File: src/hscp_params.svh
// Constants for the hub strap and configuration pin block.
// Assumes a 12-bit APB byte address and 32-bit data.
`ifndef HSCP_PARAMS_SVH
`define HSCP_PARAMS_SVH

`define HSCP_ADDR_W 12
`define HSCP_CTRL_ADDR 12'h000
`define HSCP_STATUS_ADDR 12'h004

`define HSCP_CTRL_STSOUT_BIT 0
`define HSCP_CTRL_RESET 1'h0

`define HSCP_ST_MODE_BIT 0
`define HSCP_ST_PMGMT_BIT 1
`define HSCP_ST_PWREN_BIT 2
`define HSCP_ST_OVC_BIT 3
`define HSCP_ST_OVC_EVT_BIT 4
`define HSCP_ST_SUSP_BIT 5
`define HSCP_ST_CONN_BIT 6
`define HSCP_ST_RUN_BIT 7

`define HSCP_STRAP_RESET 2'h3

`endif

File: src/hscp_pkg.sv
// Types shared by the hub strap and configuration pin block.
// Assumes hscp_params.svh is compiled alongside.
package hscp_pkg;

  typedef struct packed {
    logic iface_mode;
    logic power_mgmt_n;
  } hscp_strap_s;

  typedef struct packed {
    logic in;
    logic out;
    logic oe;
  } hscp_pin_s;

  typedef enum logic [2:0] {
    HSCP_CAPTURE = 3'b001,
    HSCP_SETTLE = 3'b010,
    HSCP_RUN = 3'b100
  } hscp_state_e;

endpackage

File: src/hscp_pin_mux.sv
// Strap sampling and pin-function selection for the hub configuration pins.
// Assumes pins arrive synchronous to pclk and pads resolve open-drain wires.
`timescale 1ns/1ps
`include "hscp_params.svh"

module hscp_pin_mux
  import hscp_pkg::*;
(
  input wire logic pclk,
  input wire logic presetn,
  input wire logic psel,
  input wire logic penable,
  input wire logic pwrite,
  input wire logic [`HSCP_ADDR_W-1:0] paddr,
  input wire logic [31:0] pwdata,
  output logic [31:0] prdata,
  output logic pready,
  output logic pslverr,
  input wire logic port4_overcurrent_n,
  input wire logic scl_in,
  output logic scl_out,
  output logic scl_oe,
  input wire logic sda_in,
  output logic sda_out,
  output logic sda_oe,
  input wire logic iface_mode_strap_in,
  output logic iface_mode_strap_out,
  output logic iface_mode_strap_oe,
  input wire logic power_mgmt_strap_n_in,
  output logic power_mgmt_strap_n_out,
  output logic power_mgmt_strap_n_oe,
  input wire logic ctl_scl_low,
  input wire logic ctl_sda_low,
  input wire logic tgt_sda_low,
  input wire logic ss_suspended,
  input wire logic ss_connected,
  output logic eeprom_mode,
  output logic smb_addr_bit1,
  output logic power_switch_enable,
  output logic port4_overcurrent,
  output logic ctl_scl_seen,
  output logic ctl_sda_seen,
  output logic tgt_scl_seen,
  output logic tgt_sda_seen
);

  hscp_state_e state;
  hscp_state_e next_state;
  hscp_strap_s strap;
  hscp_strap_s strap_pins;
  logic capture;
  logic run;

  logic status_output_enable;
  logic next_status_output_enable;
  logic ovc_event;
  logic next_ovc_event;
  logic [31:0] next_prdata;
  logic next_pready;
  logic next_pslverr;

  logic next_scl_oe;
  logic next_sda_oe;
  logic next_mode_oe;
  logic next_mode_out;
  logic next_pm_oe;
  logic next_pm_out;
  logic next_ovc;
  logic next_ctl_scl_seen;
  logic next_ctl_sda_seen;
  logic next_tgt_scl_seen;
  logic next_tgt_sda_seen;

  function automatic logic addr_hit(input logic [`HSCP_ADDR_W-1:0] a,
                                    input logic [`HSCP_ADDR_W-1:0] r);
    addr_hit = (a == r);
  endfunction

  // Straps are sampled on the first edge after reset release, before any pin is driven.
  always_comb begin
    next_state = state;
    case (state)
      HSCP_CAPTURE: next_state = HSCP_SETTLE;
      HSCP_SETTLE: next_state = HSCP_RUN;
      HSCP_RUN: next_state = HSCP_RUN;
      default: next_state = HSCP_CAPTURE;
    endcase
  end

  always_ff @(posedge pclk or negedge presetn) begin
    if (!presetn) begin
      state <= HSCP_CAPTURE;
    end else begin
      state <= next_state;
    end
  end

  assign capture = (state == HSCP_CAPTURE);
  assign run = (state == HSCP_RUN);
  assign strap_pins.iface_mode = iface_mode_strap_in;
  assign strap_pins.power_mgmt_n = power_mgmt_strap_n_in;

  // The mode pad carries a pull-up, so an open mode strap captures as EEPROM mode.
  hscp_strap_capture u_capture (
    .pclk(pclk),
    .presetn(presetn),
    .load(capture),
    .pins(strap_pins),
    .strap(strap)
  );

  // Pin direction and role selection.
  always_comb begin
    next_scl_oe = 1'b0;
    next_sda_oe = 1'b0;
    next_ctl_scl_seen = 1'b1;
    next_ctl_sda_seen = 1'b1;
    next_tgt_scl_seen = 1'b1;
    next_tgt_sda_seen = 1'b1;
    if (run && strap.iface_mode) begin
      next_scl_oe = ctl_scl_low;
      next_sda_oe = ctl_sda_low;
      next_ctl_scl_seen = scl_in;
      next_ctl_sda_seen = sda_in;
    end else if (run) begin
      // The host owns the clock in target mode, so the clock pin is never driven.
      next_sda_oe = tgt_sda_low;
      next_tgt_scl_seen = scl_in;
      next_tgt_sda_seen = sda_in;
    end
    next_mode_oe = run && status_output_enable;
    next_mode_out = ss_suspended;
    next_pm_oe = run && status_output_enable;
    next_pm_out = ss_connected;
    // A power switch strapped off ignores the input, whose pull-up already reads as none.
    next_ovc = !port4_overcurrent_n && !strap.power_mgmt_n;
  end

  always_ff @(posedge pclk or negedge presetn) begin
    if (!presetn) begin
      scl_oe <= 1'b0;
      sda_oe <= 1'b0;
      iface_mode_strap_oe <= 1'b0;
      iface_mode_strap_out <= 1'b0;
      power_mgmt_strap_n_oe <= 1'b0;
      power_mgmt_strap_n_out <= 1'b0;
      port4_overcurrent <= 1'b0;
      ctl_scl_seen <= 1'b1;
      ctl_sda_seen <= 1'b1;
      tgt_scl_seen <= 1'b1;
      tgt_sda_seen <= 1'b1;
    end else begin
      scl_oe <= next_scl_oe;
      sda_oe <= next_sda_oe;
      iface_mode_strap_oe <= next_mode_oe;
      iface_mode_strap_out <= next_mode_out;
      power_mgmt_strap_n_oe <= next_pm_oe;
      power_mgmt_strap_n_out <= next_pm_out;
      port4_overcurrent <= next_ovc;
      ctl_scl_seen <= next_ctl_scl_seen;
      ctl_sda_seen <= next_ctl_sda_seen;
      tgt_scl_seen <= next_tgt_scl_seen;
      tgt_sda_seen <= next_tgt_sda_seen;
    end
  end

  // Open-drain lines only ever pull low.
  assign scl_out = 1'b0;
  assign sda_out = 1'b0;

  // Mode outputs follow the captured straps.
  always_ff @(posedge pclk or negedge presetn) begin
    if (!presetn) begin
      eeprom_mode <= 1'b1;
      smb_addr_bit1 <= 1'b1;
      power_switch_enable <= 1'b0;
    end else begin
      eeprom_mode <= strap.iface_mode;
      smb_addr_bit1 <= strap.power_mgmt_n;
      power_switch_enable <= !strap.power_mgmt_n && run;
    end
  end

  // APB slave with one wait state so read data can come from a flip-flop.
  always_comb begin
    next_status_output_enable = status_output_enable;
    next_ovc_event = ovc_event;
    next_pready = psel && penable && !pready;
    next_pslverr = 1'b0;
    next_prdata = 32'h0000_0000;
    if (psel && penable && !pready) begin
      if (addr_hit(paddr, `HSCP_CTRL_ADDR)) begin
        next_prdata[`HSCP_CTRL_STSOUT_BIT] = status_output_enable;
      end else if (addr_hit(paddr, `HSCP_STATUS_ADDR)) begin
        next_prdata[`HSCP_ST_MODE_BIT] = strap.iface_mode;
        next_prdata[`HSCP_ST_PMGMT_BIT] = strap.power_mgmt_n;
        next_prdata[`HSCP_ST_PWREN_BIT] = power_switch_enable;
        next_prdata[`HSCP_ST_OVC_BIT] = port4_overcurrent;
        next_prdata[`HSCP_ST_OVC_EVT_BIT] = ovc_event;
        next_prdata[`HSCP_ST_SUSP_BIT] = ss_suspended;
        next_prdata[`HSCP_ST_CONN_BIT] = ss_connected;
        next_prdata[`HSCP_ST_RUN_BIT] = run;
      end else begin
        next_pslverr = 1'b1;
      end
    end
    if (psel && penable && pready && pwrite) begin
      if (addr_hit(paddr, `HSCP_CTRL_ADDR)) begin
        next_status_output_enable = pwdata[`HSCP_CTRL_STSOUT_BIT];
      end else if (addr_hit(paddr, `HSCP_STATUS_ADDR) && pwdata[`HSCP_ST_OVC_EVT_BIT]) begin
        next_ovc_event = 1'b0;
      end
    end
    // Setting after the clear keeps an event that lands on the clearing write.
    if (port4_overcurrent) begin
      next_ovc_event = 1'b1;
    end
  end

  always_ff @(posedge pclk or negedge presetn) begin
    if (!presetn) begin
      status_output_enable <= `HSCP_CTRL_RESET;
      ovc_event <= 1'b0;
      prdata <= 32'h0000_0000;
      pready <= 1'b0;
      pslverr <= 1'b0;
    end else begin
      status_output_enable <= next_status_output_enable;
      ovc_event <= next_ovc_event;
      prdata <= next_prdata;
      pready <= next_pready;
      pslverr <= next_pslverr;
    end
  end

endmodule

File: src/hscp_strap_capture.sv
// Holds the strap levels taken once after reset release.
// Assumes load is a single-cycle pulse from the sequencer.
`timescale 1ns/1ps
`include "hscp_params.svh"

module hscp_strap_capture
  import hscp_pkg::*;
(
  input wire logic pclk,
  input wire logic presetn,
  input wire logic load,
  input wire hscp_strap_s pins,
  output hscp_strap_s strap
);

  hscp_strap_s next_strap;

  // The reset value holds both straps high, power switching off, so early readers see safe modes.
  always_comb begin
    next_strap = strap;
    if (load) begin
      next_strap = pins;
    end
  end

  always_ff @(posedge pclk or negedge presetn) begin
    if (!presetn) begin
      strap <= `HSCP_STRAP_RESET;
    end else begin
      strap <= next_strap;
    end
  end

endmodule

File: config.mk
export PLATFORM = sky130hd
export DESIGN_NAME = hscp_pin_mux
export DESIGN_NICKNAME = d
export VERILOG_FILES = /design/src/hscp_pkg.sv /design/src/hscp_pin_mux.sv /design/src/hscp_strap_capture.sv
export VERILOG_INCLUDE_DIRS = /design/src
export SDC_FILE = /design/constraint.sdc
export NUM_CORES = 1
export LEC_CHECK = 0
export BUFFER_PORTS_ARGS = -buffer_cell sky130_fd_sc_hd__buf_2
export CAP_MARGIN = 40
export CORE_MARGIN = 5
export CORE_UTILIZATION = 40
export DETAILED_ROUTE_END_ITERATION = 10
export MAX_ROUTING_LAYER = met4
export PLACE_DENSITY = 0.81
export SETUP_SLACK_MARGIN = 0.5
export SYNTH_ARGS = -nofsm -noshare
export SYNTH_HDL_FRONTEND = slang
export SYNTH_HIERARCHICAL = 1
export SYNTH_SLANG_ARGS = --single-unit
File: constraint.sdc
create_clock -name pclk -period 2 [get_ports pclk]
set_input_delay 0.2 -clock pclk [delete_from_list [all_inputs] [get_ports pclk]]
set_output_delay 0.2 -clock pclk [all_outputs]
set_load 0.05 [all_outputs]
## Word level (Yosys, flattened, before mapping)

Index checks and enable logic that the tools add are counted.

| storage, ports and cells | value |
|---|---|
| flip-flop bits (word level) | 30 |
| bits in latches | 0 |
| RAM bits | 0 |
| memory bits (read-only) | 0 |
| input port bits | 59 |
| output and inout bits | 50 |
| logic and storage cells | 65 |
| memories kept | 0 |

| cells by class | value |
|---|---|
| add/subtract/negate cells | 0 |
| multipliers | 0 |
| div/mod/pow operators | 0 |
| $lt $le $gt $ge | 0 |
| equal/unequal tests | 5 |
| shifts and indexed selects | 0 |
| multiplexer cells | 21 |
| bitwise gates (word level) | 0 |
| reductions and logical operators | 18 |

Operators by type and width:

| kind | number |
|---|---|
| $mux 1 | 17 |
| $mux 8 | 2 |
| $eq 12x3->1 const B | 1 |
| $logic_not 12->1 | 1 |
| $logic_and 1x1->1 | 9 |
| $mux 7 | 1 |
| $pmux 3 s2 | 1 |
| $reduce_bool 2->1 | 2 |
| $eq 3x1->1 const B | 1 |
| $eq 3x2->1 const B | 1 |
| $eq 3x3->1 const B | 1 |
| $logic_not 1->1 | 3 |
| $reduce_and 3->1 | 1 |
| $ne 2x2->1 const B | 1 |
| $reduce_and 2->1 | 1 |
| $reduce_or 2->1 | 1 |

## Longest topological paths before layout

Gate-level depths: netlist of run 1.

| logic depth | value |
|---|---|
| depth in word-level cells | 6 |
| depth in mapped cells | 3 |
| depth with buffers taken out | 3 |

## Cells and area by module

Netlist of run 1, hierarchy kept.

By module, submodules not included:

| module | times used | cells each | area each (µm²) | seq. area each (µm²) |
|---|---|---|---|---|
| hscp_pin_mux | 1 | 99 | 1,202.4 | 709.4 |
| hscp_strap_capture | 1 | 4 | 75.1 | 52.6 |

## Worst setup path after synthesis of run 1

OpenSTA, ideal clock, no wires.

| timing | value |
|---|---|
| kind | in2reg |
| start point | input port paddr[4] |
| end point | register ovc_event |
| setup time | 0.126 ns |
| data arrival time | 1.464 ns |
| data required time | 1.874 ns |
| setup slack | 0.410 ns |
| stages | 3 |
| path buffers | 0 |
| path through | or4_4 > or3_4 > o32a_1 |

| on the way | value |
|---|---|
| cells in the longest elaborated chain, start to end | 4 |
| elaborated cells between the ends (all ways) | 6 |
| classes of those cells | eq/ne (2); reduce/logical (4) |

Ends and longest elaborated chain:

| item | line | source |
|---|---|---|
| from (decl) | hscp_pin_mux.sv:14 | `` input wire logic [`HSCP_ADDR_W-1:0] paddr, `` |
| $eq 12x3->1 | hscp_pin_mux.sv:76 | `addr_hit = (a == r);` |
| $logic_and 1x1->1 | hscp_pin_mux.sv:210 | `` end else if (addr_hit(paddr, `HSCP_STATUS_ADDR) && pwdata[`HSCP_ST_OVC_EVT_BIT]) begin `` |
| $reduce_bool 2->1 (no line) | n/a |  |
| $reduce_and 3->1 (no line) * | n/a |  |
| to (signal assigned) | hscp_pin_mux.sv:229 | `ovc_event <= next_ovc_event;` |
| to (decl) | hscp_pin_mux.sv:56 | `logic ovc_event;` |

Every way passes the cells marked *; elsewhere a longest branch is shown, timed or not.
A chain may end at the register's enable or synchronous reset.

## Final worst setup path of run 1

| timing | value |
|---|---|
| start point | input port paddr[1] |
| end point | register ovc_event |

Same word-level chain as after synthesis.

==> results of run 1 <==
[logic make-up (layout without fill, tap and decap cells)]
kind of cell,after synthesis,in the layout,share of synthesized area
AND/OR/NAND/NOR,38,38,0.185
flip-flops,30,30,0.596
buffers and inverters,27,65,0.159
multiplexers,5,5,0.0421
other,1,26,0.00294
AO/OA/AOI/OAI,1,1,0.00784
XOR/XNOR,1,1,0.00686
[where the power goes]
group / internal, mW / switching (mW) / total [mW]
Clock: 0.298 / 0.193 / 0.491
Combinational: 0.0461 / 0.197 / 0.243
Sequential: 0.630 / 0.00915 / 0.639
[timing repair]
action | 4_1_cts | 5_1_grt
resized for setup | 0 | 1
endpoints found under the hold margin | 24 | 0
hold buffers | 4 | 0
endpoints found under the setup margin | 0 | 2
setup buffers | 0 | 0
[cell usage after synthesis (all sizes together)]
| cell type | instances | share of area |
|---|---|---|
| buf | 27 | 0.16 |
| dfrtp | 21 | 0.41 |
| dfstp | 9 | 0.19 |
| and2 | 8 | 0.040 |
| nor2 | 7 | 0.021 |
| or3 | 4 | 0.024 |
| mux2 | 3 | 0.026 |
| nand2 | 3 | 0.0088 |
| nor3b | 3 | 0.018 |
| nor4 | 3 | 0.015 |
| or4 | 3 | 0.024 |
| mux2i | 2 | 0.016 |
| or2 | 2 | 0.0098 |
| and3 | 1 | 0.0049 |
| conb | 1 | 0.0029 |
| nand3b | 1 | 0.0059 |
| nand4 | 1 | 0.0049 |
| nand4b | 1 | 0.0069 |
| nor3 | 1 | 0.0039 |
| o32a | 1 | 0.0078 |
| xnor2 | 1 | 0.0069 |
[routing by layer]
layer	track usage	up-vias	share of wire
li1	-	414	-
met1	0.130	410	0.36
met2	0.192	57	0.49
met3	0.0506	6	0.13
met4	0.0761	0	0.022
met5	-	-	0
[worst max-delay path, delay by kind of cell]
| kind | cells | cell delay [ns] |
|---|---|---|
| compound gates | 1 | 0.29 |
| buf+inv | 1 | 0.10 |
| simple gates | 2 | 0.95 |
[how the worst min path moves through the flow]
stage | depth (start not counted) | from | endpoint
CTS | 2 | sda_in | tgt_sda_seen
global placement | 1 | presetn | prdata[6]
global route | 2 | scl_in | ctl_scl_seen
floorplan | 0 | presetn | iface_mode_strap_out
finish | 2 | scl_in | tgt_scl_seen
detailed placement | 1 | presetn | prdata[4]
[layout by cell type (no fill, tap or decap), types with 2 or more instances in the layout]
cell	Yosys	layout
nand2_1	3	3
or2_2	2	2
mux2i_1	2	2
dfstp_2	9	9
buf_2	0	52
nor2_1	7	7
dlygate4sd3_1	0	4
dfrtp_1	21	20
or4_4	2	2
nor4_1	3	3
mux2_2	3	3
conb_1	1	26
and2_1	7	7
or3_1	3	3
clkbuf_4	0	5
nor3b_1	3	2
[stage by stage]
stage,util,cell area (µm²)
after floorplan,-,1370
after global placement,0.489,1490
after detailed placement,0.489,1490
after CTS,0.530,1620
after global routing,0.532,1620
final,0.532,1620
[final cells by class]
cell class              count  area, µm²  share of cell area
flip-flops and latches     30        763               0.470
multi-input cells          71        412               0.254
repair buffers             57        308               0.190
clock buffers               7       55.1              0.0339
well taps                  44       55.1              0.0339
clock inverters             1       30.0              0.0185
==> out/summary.txt, run 1 <==
status = finished, final reports clean
final period utilization = 0.663
DR vias/cell = 4.22
Detailed Place HPWL = 1980 µm
Top Ports = 109
Port Buffers = 52
RSZ-0062 raised after global routing = no
syn_area_per_cell = 12.4 µm²
Leak = 0.846 nW
fmax = 754 MHz
core area = 3050 µm²
Final Max Tran Viols = 0
worst vdd ir = 304 µV
DIE HEIGHT = 66.5 µm
Pwr Total = 1.37 mW
initial DRC count = 48
DIE WIDTH = 66.5 µm
Cells after DPL = 198
initial antenna violation count = 0
Worst-Skew Late Latency = 0.32 ns
total CTS buffers = 5
DR vias = 887
GRT Total Usage = 0.123
MaxCap Viol Count = 0
CP endpoint kind = flop
Final ANT Viol Nets = 0
Largest stage delay, worst path = 0.53 ns
global-route wire length before repair = 3850 µm
Tmin final = 1.33 ns
clk_skew = 0.00760 ns
Crit Reg-Reg Endpoint = status_output_enable
CP Launch Type = input port
FF+latch count, synth = 30
CTS tree = done
Hold Slack = 0.0884 ns
WP data arrival = 1.54 ns
DRT Pass-1 Iters = 4
post-synthesis sequential area ratio = 0.596
Synth cell types = 24
gr ovfl total = 0
share of cells above drive strength 1 = 0.482
Clock Path Buffers = 2
Final WS setup = 0.675 ns
# H-tree levels = 2
CP Cell Sequence = buf_2 -> or4_4 -> or3_4 -> o32a_1
Crit Reg-Reg Startpoint = pready
pre-CTS WS = 0.330 ns
final WL = 2490 µm
worst path required time = 2.21 ns
endpoints failing hold = 0
Critical Path Fanout Max = 4
wire per inst = 11.9 µm
slew margin rel. = 0.587
Yosys warning count = 6
die area = 4420 µm²
CP max stage cell = or4_4
CP Capture Point = ovc_event
worst reg-to-reg path cell count = 3
fill count = 296
worst slew pin tran = 0.620 ns
vias in the first global route = 898
Gate Count Post-Synth = 103
area delta synth->final = 27.0%
Num Clock Sinks = 30
ant diodes = 0
final cell count without fillers = 210
# rows = 20
Setup violations, final = 0
Layout Nets = 224
Placer Congestion = 0.783
WS Path Type = input port to flop
CTS Root Cell = clkbuf_4
max reg flops = 8
DRC errors left = 0
largest registers = prdata (8), state (3), u_capture/strap (2)
post-synthesis cell area = 1280 µm²
flop2flop setup slack = 0.69 ns
clock slew at reported path FFs = 0.09 ns
PwrDens = 847 nW/µm²
largest net degree at the start of global routing = 31
Initial Utilization = 0.418
Worst Hold Class = input port to flop
Largest Register = prdata
setup TNS = 0 ns
critical path startpoint = paddr[1]
Power figures use the tool's default switching activity.
==> run 2, diff against run 1 <==
CORE_UTILIZATION = 34   (was 40)
PLACE_DENSITY = 0.73   (was 0.81)
clock period = 1.1 ns   (was 2 ns; I/O delays follow)
==> run 2 against run 1 <==
- the flow now finishes with violations (negative hold slack, negative setup slack)
- largest power group unchanged
- sequential cell count unchanged
- die area up 15%
- sequential share of layout area down 11 points
- worst hold slack worse by 0.27 ns
- via count up 13%
- count of clock-buffer cells in the layout down 1
- core utilization up 6.8 points
- clock skew down 0.0044 ns
- highest routed layer unchanged
- power up 92%
- register-to-register slack worse by 0.84 ns
- clock power up 86%
==> out/summary.txt, run 2 (synthesis gave the netlist of run 1 again) <==
initial antenna violation count = 0
Top Ports = 109
Setup violations, final = 15
flop2flop setup slack = -0.15 ns
gr ovfl total = 0
DR vias/cell = 4.28
Largest Register = prdata
Tmin final = 1.31 ns
final cell count without fillers = 234
CTS Root Cell = clkbuf_8
# hold bufs at CTS = 2
Hold Slack = -0.177 ns
clk_skew = 0.00321 ns
GRT Total Usage = 0.136
Cells after DPL = 213
pre-CTS WS = -0.495 ns
total CTS buffers = 5
Clock Path Buffers = 2
global-route wire length before repair = 5130 µm
initial DRC count = 43
WP data arrival = 1.48 ns
Final Max Tran Viols = 0
Pwr Total = 2.64 mW
core area = 3660 µm²
setup TNS = -2.10 ns
fmax = 762 MHz
Detailed Place HPWL = 2150 µm
Layout Nets = 244
area delta synth->final = 71.9%
PwrDens = 1200 nW/µm²
DR vias = 1001
fill count = 278
worst reg-to-reg path cell count = 3
Crit Reg-Reg Startpoint = pready
ant diodes = 0
Critical Path Fanout Max = 4
Num Clock Sinks = 30
DRT Pass-1 Iters = 4
max reg flops = 8
wire per inst = 14.1 µm
final instance area = 2200 µm²
Port Buffers = 52
final period utilization = 1.19
Crit Reg-Reg Endpoint = status_output_enable
# H-tree levels = 2
Placed Area = 1640 µm²
share of cells above drive strength 1 = 0.726
Initial Utilization = 0.349
Leak = 1.04 nW
WS Path Type = input port to flop
status = complete, but fails checks
largest registers = prdata (8), state (3), u_capture/strap (2)
Final ANT Viol Nets = 0
Placer Congestion = 0.697
worst vdd ir = 427 µV
largest net degree at the start of global routing = 31
die area = 5080 µm²
# rows = 22
failing checks = negative hold slack, negative setup slack
final WL = 3300 µm
CTS tree = done
DRC errors left = 0
vias in the first global route = 1063
worst path required time = 1.26 ns
most frequent cells in the layout = conb_1, buf_2, buf_8
CP Launch Type = input port
endpoints failing hold = 22
Final WS setup = -0.212 ns
DIE HEIGHT = 71.3 µm
Util after Layout = 0.600
CP endpoint kind = flop
Worst-Skew Late Latency = 0.28 ns
clock slew at reported path FFs = 0.06 ns
MaxCap Viol Count = 0
Worst Hold Class = input port to async pin
RSZ-0062 raised after global routing = yes
DIE WIDTH = 71.3 µm
## run 2: cell count changes in the layout (fill, tap and decap cells not counted), sizes merged
cell / delta
buf: +22
dlygate4sd3: -4
dlymetal6s4s: +2
bufinv: -1
clkbuf: -1
clkinv: +1
clkinvlp: +1
## run 2: routing by layer
| layer | up-vias | routed length, µm | GRT usage |
|---|---|---|---|
| li1 | 455 | - | - |
| met1 | 482 | 1160 | 0.142 |
| met2 | 58 | 1760 | 0.233 |
| met3 | 6 | 310 | 0.0491 |
| met4 | 0 | 67 | 0.0543 |
| met5 | - | 0 | - |
## run 2: where the power goes
group	switching (mW)	internal (mW)	total (mW)	leakage, nW
registers	0.0288	1.15	1.18	0.338
clock network	0.410	0.501	0.911	0.0472
logic	0.380	0.175	0.554	0.659
total	0.818	1.83	2.64	1.04
## run 2: area by class of cell
cell class              instances  area, µm²  area share
clock inverters                 2       12.5     0.00570
repair buffers                 77        744       0.339
multi-input cells              71        510       0.232
flip-flops and latches         30        786       0.358
well taps                      48       60.1      0.0274
clock buffers                   6       82.6      0.0376
## run 2: worst max-delay path, cell delays in order
cell and delay [ns]:
buf_6 0.09, or4_4 0.55, or3_4 0.43, o32a_1 0.30
## run 2: worst max path at each step
stage	start	end	slack (ns)
floorplan	paddr[1]	ovc_event	-0.34
global placement	paddr[1]	ovc_event	-0.46
detailed placement	paddr[1]	prdata[0]	-0.49
CTS	paddr[5]	ovc_event	-0.20
global route	pready	status_output_enable	-0.24
finish	paddr[5]	ovc_event	-0.21
## run 2: repair_timing
item / 4_1_cts / 5_1_grt
hold endpoints to repair: 24 / 22
setup endpoints to repair: 52 / 54
resized for setup: 91 / 10
pin swaps: 7 / 4
setup buffers: 9 / 2
